==> src/common/wake_timer_cfg.svh <==
// register map, field positions, reset values and timing counts of the sleep timer
`ifndef WAKE_TIMER_CFG_SVH
`define WAKE_TIMER_CFG_SVH

// ***********************************
// register byte addresses
// ***********************************
`define ADDR_SLEEP_CFG 8'h00
`define ADDR_SLEEP_CFG_COMP 8'h04
`define ADDR_EV0_HIGH 8'h08
`define ADDR_EV0_LOW 8'h0C
`define ADDR_STATUS 8'h10

// ***********************************
// field positions
// ***********************************
`define DIV_EN_BIT 5
`define EV2_SEL_MSB 4
`define EV2_SEL_LSB 3
`define CAL_MSB 2
`define CAL_LSB 1
`define PD_BIT 0
`define RES_MSB 7
`define RES_LSB 6
`define ST_OSC_RUN_BIT 0
`define ST_DIV_ACT_BIT 1
`define ST_CAL_CNT_LSB 2
`define ST_EV2_ON_BIT 4

// ***********************************
// reset values and masks
// ***********************************
`define SLEEP_CFG_RESET 8'h21
`define SLEEP_CFG_WMASK 8'h3F
`define SLEEP_CFG_COMP_RESET 8'h08
`define EV0_BYTE_RESET 8'h00

// ***********************************
// encodings and counts
// ***********************************
`define EV2_OFF 2'b00
`define EV2_SEL_A 2'b01
`define EV2_SEL_B 2'b10
`define EV2_EXP_A 5'h0F
`define EV2_EXP_B 5'h12
`define EV2_EXP_C 5'h15
`define RES_SHIFT_0 5'h00
`define RES_SHIFT_1 5'h05
`define RES_SHIFT_2 5'h0A
`define RES_SHIFT_3 5'h0F
`define CAL_EACH 2'b10
`define CAL_EVERY4 2'b11
`define CAL_FOURTH 2'h3
`define SLEEP_DIV_LAST 7'h7F
`define RC_TICK_DIV_DEFAULT 6250
`define RESP_OKAY 2'b00
`define RESP_SLVERR 2'b10

`endif

==> src/common/wake_timer_pkg.sv <==
// types shared by the sleep timer configuration block
package wake_timer_pkg;
    typedef logic [7:0] reg_byte_t;
    typedef logic [30:0] period_t;
    typedef logic [4:0] shift_t;
endpackage

==> src/hw/wake_on_radio_timer_config.sv <==
// sleep timer configuration registers, slow tick generation and event timers
//
// Behaviour
// - A sleep clock divide enable bit, reset to one, divides the slow timer clock in sleep.
// - The third event select gives off for 00 and 2^15, 2^18, 2^21 slow periods otherwise.
// - The calibration mode field resets to 00; 00 and 01 disable, 10 enables calibration.
// - Mode 11 calibrates on every fourth power-up transition from idle to receive.
// - A power down bit, reset to one, stops the slow oscillator; zero runs it.
// - The first event timeout high byte resets to zero and scales with the resolution.
// - The first event timeout low byte resets to zero and joins the high byte.
// - A two-bit resolution field multiplies the first event period by 2^(5*code).
`timescale 1ns/10ps
`default_nettype none
`include "wake_timer_cfg.svh"
module wake_on_radio_timer_config #(
    parameter int RC_TICK_DIV = `RC_TICK_DIV_DEFAULT
) (
    input wire logic clk,
    input wire logic rst,
    input wire logic [7:0] s_axi_awaddr,
    input wire logic s_axi_awvalid,
    output var logic s_axi_awready,
    input wire logic [31:0] s_axi_wdata,
    input wire logic [3:0] s_axi_wstrb,
    input wire logic s_axi_wvalid,
    output var logic s_axi_wready,
    output var logic [1:0] s_axi_bresp,
    output var logic s_axi_bvalid,
    input wire logic s_axi_bready,
    input wire logic [7:0] s_axi_araddr,
    input wire logic s_axi_arvalid,
    output var logic s_axi_arready,
    output var logic [31:0] s_axi_rdata,
    output var logic [1:0] s_axi_rresp,
    output var logic s_axi_rvalid,
    input wire logic s_axi_rready,
    input wire logic sleepMode,
    input wire logic idleToRxPowerUp,
    output var logic slowOscEnable,
    output var logic timerTick,
    output var logic slowOscCalibrate,
    output var logic event0Expired,
    output var logic event2Expired
);
    import wake_timer_pkg::*;

    // ***********************************
    // register file
    // ***********************************
    reg_byte_t sleepTimerConfig;
    reg_byte_t sleepTimerConfigCompanion;
    reg_byte_t event0TimeoutHigh;
    reg_byte_t event0TimeoutLow;
    reg_byte_t next_sleepTimerConfig;
    reg_byte_t next_sleepTimerConfigCompanion;
    reg_byte_t next_event0TimeoutHigh;
    reg_byte_t next_event0TimeoutLow;

    // write channel state
    logic awHeld;
    logic wHeld;
    logic [7:0] awAddr;
    logic [7:0] wByte;
    logic wLane;
    logic next_awHeld;
    logic next_wHeld;
    logic [7:0] next_awAddr;
    logic [7:0] next_wByte;
    logic next_wLane;
    logic next_awready;
    logic next_wready;
    logic next_bvalid;
    logic [1:0] next_bresp;

    // read channel state
    logic next_arready;
    logic next_rvalid;
    logic [31:0] next_rdata;
    logic [1:0] next_rresp;

    // decoded fields
    logic sleepDivideEnable;
    logic [1:0] thirdEventSelect;
    logic [1:0] calibrationMode;
    logic slowOscPowerDown;
    logic [1:0] timerResolution;
    logic doWrite;
    logic writeHit;
    logic readHit;
    reg_byte_t readByte;
    reg_byte_t statusByte;

    assign sleepDivideEnable = sleepTimerConfig[`DIV_EN_BIT];
    assign thirdEventSelect = sleepTimerConfig[`EV2_SEL_MSB:`EV2_SEL_LSB];
    assign calibrationMode = sleepTimerConfig[`CAL_MSB:`CAL_LSB];
    assign slowOscPowerDown = sleepTimerConfig[`PD_BIT];
    assign timerResolution = sleepTimerConfigCompanion[`RES_MSB:`RES_LSB];

    // address and data may arrive in either order; both are held until the write lands
    always_comb begin
        next_awHeld = awHeld;
        next_wHeld = wHeld;
        next_awAddr = awAddr;
        next_wByte = wByte;
        next_wLane = wLane;
        next_bvalid = s_axi_bvalid;
        next_bresp = s_axi_bresp;
        if (s_axi_awvalid && s_axi_awready) begin
            next_awHeld = 1'b1;
            next_awAddr = s_axi_awaddr;
        end
        if (s_axi_wvalid && s_axi_wready) begin
            next_wHeld = 1'b1;
            next_wByte = s_axi_wdata[7:0];
            next_wLane = s_axi_wstrb[0];
        end
        if (s_axi_bvalid && s_axi_bready) begin
            next_bvalid = 1'b0;
        end
        if (doWrite) begin
            next_awHeld = 1'b0;
            next_wHeld = 1'b0;
            next_bvalid = 1'b1;
            next_bresp = writeHit ? `RESP_OKAY : `RESP_SLVERR;
        end
        // no new beat is taken while a response waits, so one write is in flight
        next_awready = !next_awHeld && !next_bvalid;
        next_wready = !next_wHeld && !next_bvalid;
    end

    assign doWrite = awHeld && wHeld && !s_axi_bvalid;
    assign writeHit = (awAddr[7:2] == 6'(`ADDR_SLEEP_CFG >> 2)) ||
                      (awAddr[7:2] == 6'(`ADDR_SLEEP_CFG_COMP >> 2)) ||
                      (awAddr[7:2] == 6'(`ADDR_EV0_HIGH >> 2)) ||
                      (awAddr[7:2] == 6'(`ADDR_EV0_LOW >> 2)) ||
                      (awAddr[7:2] == 6'(`ADDR_STATUS >> 2));

    // register updates; only byte lane 0 carries data, other lanes are dropped
    always_comb begin
        next_sleepTimerConfig = sleepTimerConfig;
        next_sleepTimerConfigCompanion = sleepTimerConfigCompanion;
        next_event0TimeoutHigh = event0TimeoutHigh;
        next_event0TimeoutLow = event0TimeoutLow;
        if (doWrite && wLane) begin
            unique case (awAddr[7:2])
                6'(`ADDR_SLEEP_CFG >> 2): begin
                    // top bits stay zero whatever is written
                    next_sleepTimerConfig = wByte & `SLEEP_CFG_WMASK;
                end
                6'(`ADDR_SLEEP_CFG_COMP >> 2): begin
                    next_sleepTimerConfigCompanion = wByte;
                end
                6'(`ADDR_EV0_HIGH >> 2): begin
                    next_event0TimeoutHigh = wByte;
                end
                6'(`ADDR_EV0_LOW >> 2): begin
                    next_event0TimeoutLow = wByte;
                end
                default: begin
                    next_sleepTimerConfig = sleepTimerConfig;
                end
            endcase
        end
    end

    // ***********************************
    // read channel
    // ***********************************
    logic [1:0] calibrationCount;

    // status shows what the timer core is doing right now
    always_comb begin
        statusByte = '0;
        statusByte[`ST_OSC_RUN_BIT] = slowOscEnable;
        statusByte[`ST_DIV_ACT_BIT] = sleepMode && sleepDivideEnable;
        statusByte[`ST_CAL_CNT_LSB +: 2] = calibrationCount;
        statusByte[`ST_EV2_ON_BIT] = thirdEventSelect != `EV2_OFF;
    end

    // read decode; unmapped addresses answer an error with zero data
    always_comb begin
        readHit = 1'b1;
        readByte = '0;
        unique case (s_axi_araddr[7:2])
            6'(`ADDR_SLEEP_CFG >> 2): readByte = sleepTimerConfig;
            6'(`ADDR_SLEEP_CFG_COMP >> 2): readByte = sleepTimerConfigCompanion;
            6'(`ADDR_EV0_HIGH >> 2): readByte = event0TimeoutHigh;
            6'(`ADDR_EV0_LOW >> 2): readByte = event0TimeoutLow;
            6'(`ADDR_STATUS >> 2): readByte = statusByte;
            default: readHit = 1'b0;
        endcase
    end

    // one read in flight: arready drops until the data beat is accepted
    always_comb begin
        next_rvalid = s_axi_rvalid;
        next_rdata = s_axi_rdata;
        next_rresp = s_axi_rresp;
        if (s_axi_rvalid && s_axi_rready) begin
            next_rvalid = 1'b0;
        end
        if (s_axi_arvalid && s_axi_arready) begin
            next_rvalid = 1'b1;
            next_rdata = {24'h000000, readByte};
            next_rresp = readHit ? `RESP_OKAY : `RESP_SLVERR;
        end
        next_arready = !next_rvalid;
    end

    // bus and register flops
    always_ff @(posedge clk or posedge rst) begin
        if (rst) begin
            sleepTimerConfig <= `SLEEP_CFG_RESET;
            sleepTimerConfigCompanion <= `SLEEP_CFG_COMP_RESET;
            event0TimeoutHigh <= `EV0_BYTE_RESET;
            event0TimeoutLow <= `EV0_BYTE_RESET;
            awHeld <= 1'b0;
            wHeld <= 1'b0;
            awAddr <= '0;
            wByte <= '0;
            wLane <= 1'b0;
            s_axi_awready <= 1'b0;
            s_axi_wready <= 1'b0;
            s_axi_bvalid <= 1'b0;
            s_axi_bresp <= `RESP_OKAY;
            s_axi_arready <= 1'b0;
            s_axi_rvalid <= 1'b0;
            s_axi_rdata <= '0;
            s_axi_rresp <= `RESP_OKAY;
        end else begin
            sleepTimerConfig <= next_sleepTimerConfig;
            sleepTimerConfigCompanion <= next_sleepTimerConfigCompanion;
            event0TimeoutHigh <= next_event0TimeoutHigh;
            event0TimeoutLow <= next_event0TimeoutLow;
            awHeld <= next_awHeld;
            wHeld <= next_wHeld;
            awAddr <= next_awAddr;
            wByte <= next_wByte;
            wLane <= next_wLane;
            s_axi_awready <= next_awready;
            s_axi_wready <= next_wready;
            s_axi_bvalid <= next_bvalid;
            s_axi_bresp <= next_bresp;
            s_axi_arready <= next_arready;
            s_axi_rvalid <= next_rvalid;
            s_axi_rdata <= next_rdata;
            s_axi_rresp <= next_rresp;
        end
    end

    // ***********************************
    // slow oscillator and tick generation
    // ***********************************
    logic [15:0] rcDivCount;
    logic [6:0] sleepDivCount;
    logic [15:0] next_rcDivCount;
    logic [6:0] next_sleepDivCount;
    logic next_slowOscEnable;
    logic next_timerTick;
    logic rcTick;

    assign rcTick = slowOscEnable && (rcDivCount == 16'(RC_TICK_DIV - 1));

    // the oscillator is a divider here; power down clears its count to zero, so no ticks leak out
    always_comb begin
        next_slowOscEnable = !slowOscPowerDown;
        next_rcDivCount = rcDivCount;
        next_sleepDivCount = sleepDivCount;
        next_timerTick = 1'b0;
        if (!slowOscEnable) begin
            next_rcDivCount = '0;
        end else if (rcTick) begin
            next_rcDivCount = '0;
        end else begin
            next_rcDivCount = 16'(rcDivCount + 1'b1);
        end
        // division only applies in sleep; awake the timer runs at full slow rate
        if (sleepMode && sleepDivideEnable) begin
            if (rcTick) begin
                next_sleepDivCount = 7'(sleepDivCount + 1'b1);
                next_timerTick = sleepDivCount == `SLEEP_DIV_LAST;
            end
        end else begin
            next_sleepDivCount = '0;
            next_timerTick = rcTick;
        end
    end

    // oscillator flops
    always_ff @(posedge clk or posedge rst) begin
        if (rst) begin
            rcDivCount <= '0;
            sleepDivCount <= '0;
            slowOscEnable <= 1'b0;
            timerTick <= 1'b0;
        end else begin
            rcDivCount <= next_rcDivCount;
            sleepDivCount <= next_sleepDivCount;
            slowOscEnable <= next_slowOscEnable;
            timerTick <= next_timerTick;
        end
    end

    // ***********************************
    // calibration scheduling
    // ***********************************
    logic [1:0] next_calibrationCount;
    logic next_slowOscCalibrate;

    // the count is kept in every mode so switching to mode 11 starts from a known phase
    always_comb begin
        next_calibrationCount = calibrationCount;
        next_slowOscCalibrate = 1'b0;
        if (idleToRxPowerUp) begin
            next_calibrationCount = 2'(calibrationCount + 1'b1);
            unique case (calibrationMode)
                `CAL_EACH: begin
                    // relies on software keeping the oscillator running
                    next_slowOscCalibrate = 1'b1;
                end
                `CAL_EVERY4: begin
                    next_slowOscCalibrate = calibrationCount == `CAL_FOURTH;
                end
                default: begin
                    next_slowOscCalibrate = 1'b0;
                end
            endcase
        end
    end

    // calibration flops
    always_ff @(posedge clk or posedge rst) begin
        if (rst) begin
            calibrationCount <= '0;
            slowOscCalibrate <= 1'b0;
        end else begin
            calibrationCount <= next_calibrationCount;
            slowOscCalibrate <= next_slowOscCalibrate;
        end
    end

    // ***********************************
    // event timers
    // ***********************************
    period_t event0Period;
    period_t event2Period;
    shift_t resolutionShift;
    shift_t thirdEventExponent;

    // each resolution step is five binary orders of magnitude
    always_comb begin
        unique case (timerResolution)
            2'b00: resolutionShift = `RES_SHIFT_0;
            2'b01: resolutionShift = `RES_SHIFT_1;
            2'b10: resolutionShift = `RES_SHIFT_2;
            2'b11: resolutionShift = `RES_SHIFT_3;
        endcase
        unique case (thirdEventSelect)
            `EV2_SEL_A: thirdEventExponent = `EV2_EXP_A;
            `EV2_SEL_B: thirdEventExponent = `EV2_EXP_B;
            default: thirdEventExponent = `EV2_EXP_C;
        endcase
        event0Period = period_t'({event0TimeoutHigh, event0TimeoutLow}) << resolutionShift;
        event2Period = period_t'(1'b1) << thirdEventExponent;
    end

    // first event runs whenever the oscillator runs and its timeout is nonzero
    event_countdown firstEvent (
        .clk(clk),
        .rst(rst),
        .enable(slowOscEnable),
        .tick(timerTick),
        .period(event0Period),
        .expired(event0Expired)
    );

    // third event is parked by code 00
    event_countdown thirdEvent (
        .clk(clk),
        .rst(rst),
        .enable(slowOscEnable && thirdEventSelect != `EV2_OFF),
        .tick(timerTick),
        .period(event2Period),
        .expired(event2Expired)
    );
endmodule
`default_nettype wire

==> src/hw/event_countdown.sv <==
// periodic event counter advanced by slow timer ticks
`timescale 1ns/10ps
`default_nettype none
module event_countdown (
    input wire logic clk,
    input wire logic rst,
    input wire logic enable,
    input wire logic tick,
    input wire wake_timer_pkg::period_t period,
    output var logic expired
);
    import wake_timer_pkg::*;

    period_t count;
    period_t next_count;
    logic next_expired;

    // a zero period never fires, so a cleared timeout parks the event
    always_comb begin
        next_count = count;
        next_expired = 1'b0;
        if (!enable || period == '0) begin
            next_count = '0;
        end else if (tick) begin
            if (count >= period_t'(period - 1'b1)) begin
                next_count = '0;
                next_expired = 1'b1;
            end else begin
                next_count = period_t'(count + 1'b1);
            end
        end
    end

    // state registers
    always_ff @(posedge clk or posedge rst) begin
        if (rst) begin
            count <= '0;
            expired <= 1'b0;
        end else begin
            count <= next_count;
            expired <= next_expired;
        end
    end
endmodule
`default_nettype wire

==> config.mk <==
export PLATFORM = sky130hd
export DESIGN_NAME = wake_on_radio_timer_config
export DESIGN_NICKNAME = d
export VERILOG_FILES = /design/src/common/wake_timer_pkg.sv /design/src/hw/wake_on_radio_timer_config.sv /design/src/hw/event_countdown.sv
export VERILOG_INCLUDE_DIRS = /design/src /design/src/common
export SDC_FILE = /design/constraint.sdc
export NUM_CORES = 1
export LEC_CHECK = 0
export BUFFER_PORTS_ARGS = -buffer_cell sky130_fd_sc_hd__clkbuf_2
export CAP_MARGIN = 20
export CORE_AREA = 2 2 147 163
export DETAILED_ROUTE_END_ITERATION = 7
export DIE_AREA = 0 0 149 165
export GPL_ROUTABILITY_DRIVEN = 0
export GPL_TIMING_DRIVEN = 1
export PLACE_DENSITY = 0.64
export SLEW_MARGIN = 40
export SYNTH_ARGS = -nofsm -noshare
export SYNTH_HDL_FRONTEND = slang
export SYNTH_SLANG_ARGS = --single-unit
==> constraint.sdc <==
create_clock -name clk -period 4.8 [get_ports clk]
set_clock_uncertainty 0.05 [all_clocks]
set_input_delay 0.72 -clock clk [delete_from_list [all_inputs] [get_ports clk]]
set_output_delay 0.72 -clock clk [all_outputs]
set_load 0.02 [all_outputs]
Word-level counts from Yosys, hierarchy flattened
Index checks and enable logic that the tools add are counted.
{"block": "word_totals", "reg_bits": 158, "word_cells": 131}
{"block": "op_classes", "n_addsub": 7, "magnitude_cmp": 2, "n_eq_ne": 19, "n_shift": 2, "muxes": 34, "n_reduce_logical": 40}
{"cell": "two-way mux 31 bit", "count": 6}
{"cell": "adder 31 x 1 -> 31 bit (second input constant)", "count": 2}
{"cell": ">= comparator 31 bit", "count": 2}
{"cell": "logical NOT 31 bit", "count": 2}
{"cell": "subtractor 31 x 1 -> 31 bit (second input constant)", "count": 2}
{"cell": "one-hot mux 8 bit (5 select lines)", "count": 1}
{"cell": "two-way mux 16 bit", "count": 2}
{"cell": "<< shifter 1 x 5 -> 31 bit (first input constant)", "count": 1}
{"cell": "<< shifter 16 x 5 -> 31 bit", "count": 1}
{"cell": "== test 6 x 2 -> 1 bit (second input constant)", "count": 4}
{"cell": "one-hot mux 5 bit (4 select lines)", "count": 1}
{"cell": "two-way mux 1 bit", "count": 18}
{"cell": "adder 16 x 1 -> 16 bit (second input constant)", "count": 1}
{"cell": "== test 16 x 13 -> 1 bit (second input constant)", "count": 1}
{"cell": "two-way mux 7 bit", "count": 2}
{"cell": "logical AND 1 bit", "count": 13}
{"cell": "== test 2 bit (second input constant)", "count": 6}
{"cell": "== test 6 x 1 -> 1 bit (second input constant)", "count": 2}
{"cell": "== test 6 x 3 -> 1 bit (second input constant)", "count": 2}
{"cell": "logical NOT 6 bit", "count": 2}
{"cell": "one-hot mux 5 bit (2 select lines)", "count": 1}
{"cell": "logical NOT 1 bit", "count": 8}
{"cell": "AND reduction 2 bit", "count": 4}
{"cell": "adder 7 x 1 -> 7 bit (second input constant)", "count": 1}
{"cell": "10 further kinds", "count": 19}

Longest topological paths before layout
{"block": "depth", "word_depth": 8, "depth_mapped": 22, "mapped_depth_nobuf": 16}

Modules after synthesis
A second synthesis with hierarchy kept.
{"block": "unflattened", "hier_cells": 1112, "hier_area_um2": 10989.3}
{"module": "event_countdown", "n_inst": 2, "cells_per_inst": 336, "area_per_inst_um2": 3123.0, "seq_area_each_um2": 800.8}
{"module": "wake_on_radio_timer_config", "n_inst": 1, "cells_per_inst": 440, "area_per_inst_um2": 4743.3, "seq_area_each_um2": 2255.9}

Worst setup path after synthesis
Ideal clock, no wire load.
{"block": "synth_timing", "path_type": "register to register", "startpoint": "register sleepTimerConfigCompanion[7]", "endpoint": "register firstEvent.count[27]", "setup_time_ns": 0.119, "t_arrival_ns": 4.449, "required_ns": 4.631, "slack_ns": 0.182, "path_stages_with_launch": 22, "n_path_buf": 6, "synth_period_minus_slack_ns": 4.618, "path_cell_list": "dfrtp_1 buf_2 buf_2 clkbuf_1 buf_1 nor2_1 nand2_1 ha_1 clkbuf_1 o211ai_2 nor3_2 nand2_1 xnor2_1 ha_1 nand4_1 or2_2 o31ai_1 nor2_4 nand2_1 clkbuf_1 nor4_1 o21a_1"}
{"block": "synth_via", "elab_chain_len": 8, "elab_cells_between_ends": 14}
{"element": "start, declared", "line": "wake_on_radio_timer_config.sv:51", "rtl": "reg_byte_t sleepTimerConfigCompanion;"}
{"element": "start signal, assigned", "line": "wake_on_radio_timer_config.sv:214", "rtl": "sleepTimerConfigCompanion <= `SLEEP_CFG_COMP_RESET;"}
{"element": "start signal, assigned", "line": "wake_on_radio_timer_config.sv:232", "rtl": "sleepTimerConfigCompanion <= next_sleepTimerConfigCompanion;"}
{"element": "== test 2 bit, or another cell as far along", "line": "wake_on_radio_timer_config.sv:352", "rtl": "unique case (timerResolution)"}
{"element": "one-hot mux 5 bit (4 select lines) (*)", "line": "wake_on_radio_timer_config.sv:352"}
{"element": "<< shifter 16 x 5 -> 31 bit (*)", "line": "wake_on_radio_timer_config.sv:363", "rtl": "event0Period = period_t'({event0TimeoutHigh, event0TimeoutLow}) << resolutionShift;"}
{"element": "subtractor 31 x 1 -> 31 bit", "line": "event_countdown.sv:25", "rtl": "if (count >= period_t'(period - 1'b1)) begin"}
{"element": ">= comparator 31 bit", "line": "event_countdown.sv:25"}
{"element": "two-way mux 31 bit", "line": "event_countdown.sv:25"}
{"element": "two-way mux 31 bit", "line": "event_countdown.sv:24", "rtl": "end else if (tick) begin"}
{"element": "two-way mux 31 bit", "line": "event_countdown.sv:22", "rtl": "if (!enable || period == '0) begin"}
{"element": "end signal, assigned", "line": "event_countdown.sv:40", "rtl": "count <= next_count;"}
{"element": "end, declared", "line": "event_countdown.sv:14", "rtl": "period_t count;"}
Every way passes the cells marked *; elsewhere a longest branch is shown, timed or not. The select of a mux whose other input is x is not followed.
A chain may end at the register's enable or synchronous reset.

Final worst setup path
{"block": "layout_timing", "startpoint": "register sleepTimerConfigCompanion[6]", "endpoint": "register firstEvent.count[23]"}
The elaborated chain is that of the path after synthesis.

==> run metrics <==
final hold violations=0; core area=0.0228 mm^2; share of the synthesized area in the top cell type=0.373; CTS tree=built; number of max-cap violations=0; worst-margin pin slew=0.792 ns; Comb power frac=0.520; Sw Share=0.440; Crit Reg-Reg Endpoint=firstEvent.count[23]; Tot Pwr=0.00648 W; Syn. warnings=0; internal power=0.00363 W; register area=0.00386 mm^2; sequential area share after synthesis=0.381; drt pass-1 iters=5; syn avg cell area=9.02 um^2; drt drc=0; Cells after Synth=1124; Slew Viols, Final=0; vias in the first global route=8033; worst-skew pair later-pin latency=0.43 ns; Area Growth Syn to Fin=12.2%; total number of vias=8375; 1st-iter DRT viols=467; synthesized cell area=0.0101 mm^2; Worst Path Arrival=4.74 ns; clk buf depth=2; Async S/R FF share, synth=1.00; die width=149 um; Layout Utilization=0.499; Yosys reg bits=154; Sw Pwr=0.00285 W; Hold Crit Class=primary input to asynchronous set/reset pin; top post-synthesis cells by area=dfrtp_1 (37%), ha_1 (8.3%), mux2_2 (6.0%); remaining global-route overflow=0; H-tree depth=4; Filler cells=2163; clock power share=0.210; Peak VDD IR=0.000500 V; Max-slew headroom=0.470; vias per inst=5.58; PortBufs=49; leakage power=5.06 nW; Synth cell types=75; Rows=58; Ports=107; dominant cell type by area after synthesis=dfrtp_1; DP HPWL=16700 um; reg2reg setup slack=0.34 ns; Commonest cells post-synth=dfrtp_1 (151), nand2_1 (126), nor2_1 (95), a21oi_1 (68), ha_1 (67); crit end category=register; Pwr Density=570 mW/mm^2; status=finished clean; multi-input logic area=0.00589 mm^2; clk sink count=154; Root Driver=clkbuf_16; fin crit period=4.46 ns; Setup crit start kind=register; first-pass GRT wire length=39400 um; per-cell routed wire length=15.5 um; CP startpoint=sleepTimerConfigCompanion[6]; R2R Path Start=sleepTimerConfigCompanion[6]; Worst Setup Path Type=register to register; EDFF count, synth=0; f_max=0.224 GHz; WL final=23200 um; maximum fanout along the worst path=15; Tcrit/Tclk final=0.929; Die Y=165 um; Final Net Count=1315; Req. time, crit path=5.09 ns; top-count cell post-synth=dfrtp_1; die area=0.0246 mm^2; diode count=0; Top FF cell, synth=dfrtp_1; R2R depth=19; clk slew on worst S/H paths=0.07 ns; Sequential Power Share=0.271; layout cell share with drive strength beyond 1=0.162; Final setup violation count=0; GRT Util Overall=0.197; Num CTS Buffers=17; ANT nets after route=0; initial core utilization=0.445; largest net degree at the start of global routing=78; initial antenna violation count=0
[through the flow]
step	setup WS [ns]	instance area, um^2	hold slack, ns	setup TNS (ns)	std cells
4_1_cts	0.104	11300	0.274	0	1495
5_1_grt	-0.0116	11400	0.289	-0.0117	1500
3_3_place_gp	0.145	10700	0.376	0	1462
3_5_place_dp	0.111	10700	0.378	0	1463
2_1_floorplan	0.182	10200	0.369	0	1149
6_report	0.341	11400	0.252	0	1500
[logic make-up after synthesis]
family | count (synthesis) | synth area share
buf+inv | 100 | 0.0496
compound gates | 227 | 0.139
simple gates | 447 | 0.219
flops | 154 | 0.381
other cells | 2 | 0.000741
mux | 78 | 0.0862
xor+xnor | 49 | 0.0423
fa+ha+maj | 67 | 0.0827
[worst max-delay path by stage]
| stage | end | slack (ns) | depth (start not counted) |
|---|---|---|---|
| after floorplan | firstEvent.count[27] | 0.18 | 21 |
| after global placement | firstEvent.count[30] | 0.15 | 18 |
| after detailed placement | firstEvent.count[10] | 0.11 | 20 |
| after CTS | firstEvent.count[6] | 0.10 | 20 |
| after global routing | firstEvent.count[6] | -0.01 | 20 |
| final | firstEvent.count[23] | 0.34 | 19 |
[state kept, by name, summed over array words and instances, names as in the netlist, 2 cells and up]
signal,cells
calibrationCount,2
thirdEvent.count,31
sleepTimerConfig,6
rcDivCount,16
sleepDivCount,7
s_axi_rdata,8
wByte,8
event0TimeoutHigh,8
awAddr,6
firstEvent.count,31
event0TimeoutLow,8
sleepTimerConfigCompanion,8
[timing repair]
action | CTS | global route
setup buffers | 0 | 5
gates resized for setup | 0 | 4
hold buffers | 0 | 0
setup endpoints to repair | 0 | 32
[final cells by class]
cell class	count	share of cell area
Multi-Input combinational cell	895	0.518
Sequential cell	154	0.339
Timing Repair Buffer	84	0.0467
Clock buffer	18	0.0377
Tap cell	300	0.0330
Clock inverter	14	0.0133
Inverter	35	0.0119
[worst max-delay path, cell delays in order, from the launching register on]
cell and delay, ns:
dfrtp_2 0.47, buf_4 0.25, mux2i_1 0.25, o22ai_1 0.17, nor3_1 0.28, o21ai_1 0.22, buf_4 0.20, nor4_1 0.32
xnor2_1 0.18, ha_1 0.26, nand4_1 0.14, nor3_1 0.10, a221oi_1 0.30, a21oi_1 0.11, buf_4 0.17, nor2_4 0.12
nand2_1 0.07, buf_4 0.21, or3_1 0.35, a21oi_1 0.16
[power groups by stage]
stage	Sequential, W	Clock, W	Combinational [W]
6_report	0.00175	0.00136	0.00337
5_1_grt	0.00179	0.00143	0.00382
4_1_cts	0.00176	0.00138	0.00331
3_5_place_dp	0.00178	0	0.00329
3_3_place_gp	0.00178	0	0.00321
2_1_floorplan	0.00171	0	0.00255
[layer usage]
layer	up-vias	global-route usage	routed length, um
met2	170	0.336	11100
li1	4140	-	-
met4	0	0.0597	426
met3	33	0.0240	688
met5	-	0	0
met1	4032	0.262	11000
[cells in the final DEF, fill, tap and decap left out, types with 8 or more instances in the layout]
cell type  count
a21o_1         9
a21oi_1       68
a22oi_1       12
a31oi_1       13
and2_1         8
and3_1        13
buf_4         32
clkbuf_16     17
clkbuf_2      50
conb_1        27
dfrtp_1      150
ha_1          67
inv_1         32
mux2_2        54
mux2i_1       22
nand2_1      126
nand2b_1       9
nand3_1       57
nand4_1       22
nor2_1        95
nor2b_1        8
nor3_1        31
nor4_1         8
o21a_1         8
o21ai_0       60
or3_1         27
xnor2_1       20
xor2_1        29
No activity file was read; power rests on OpenSTA's default activity.
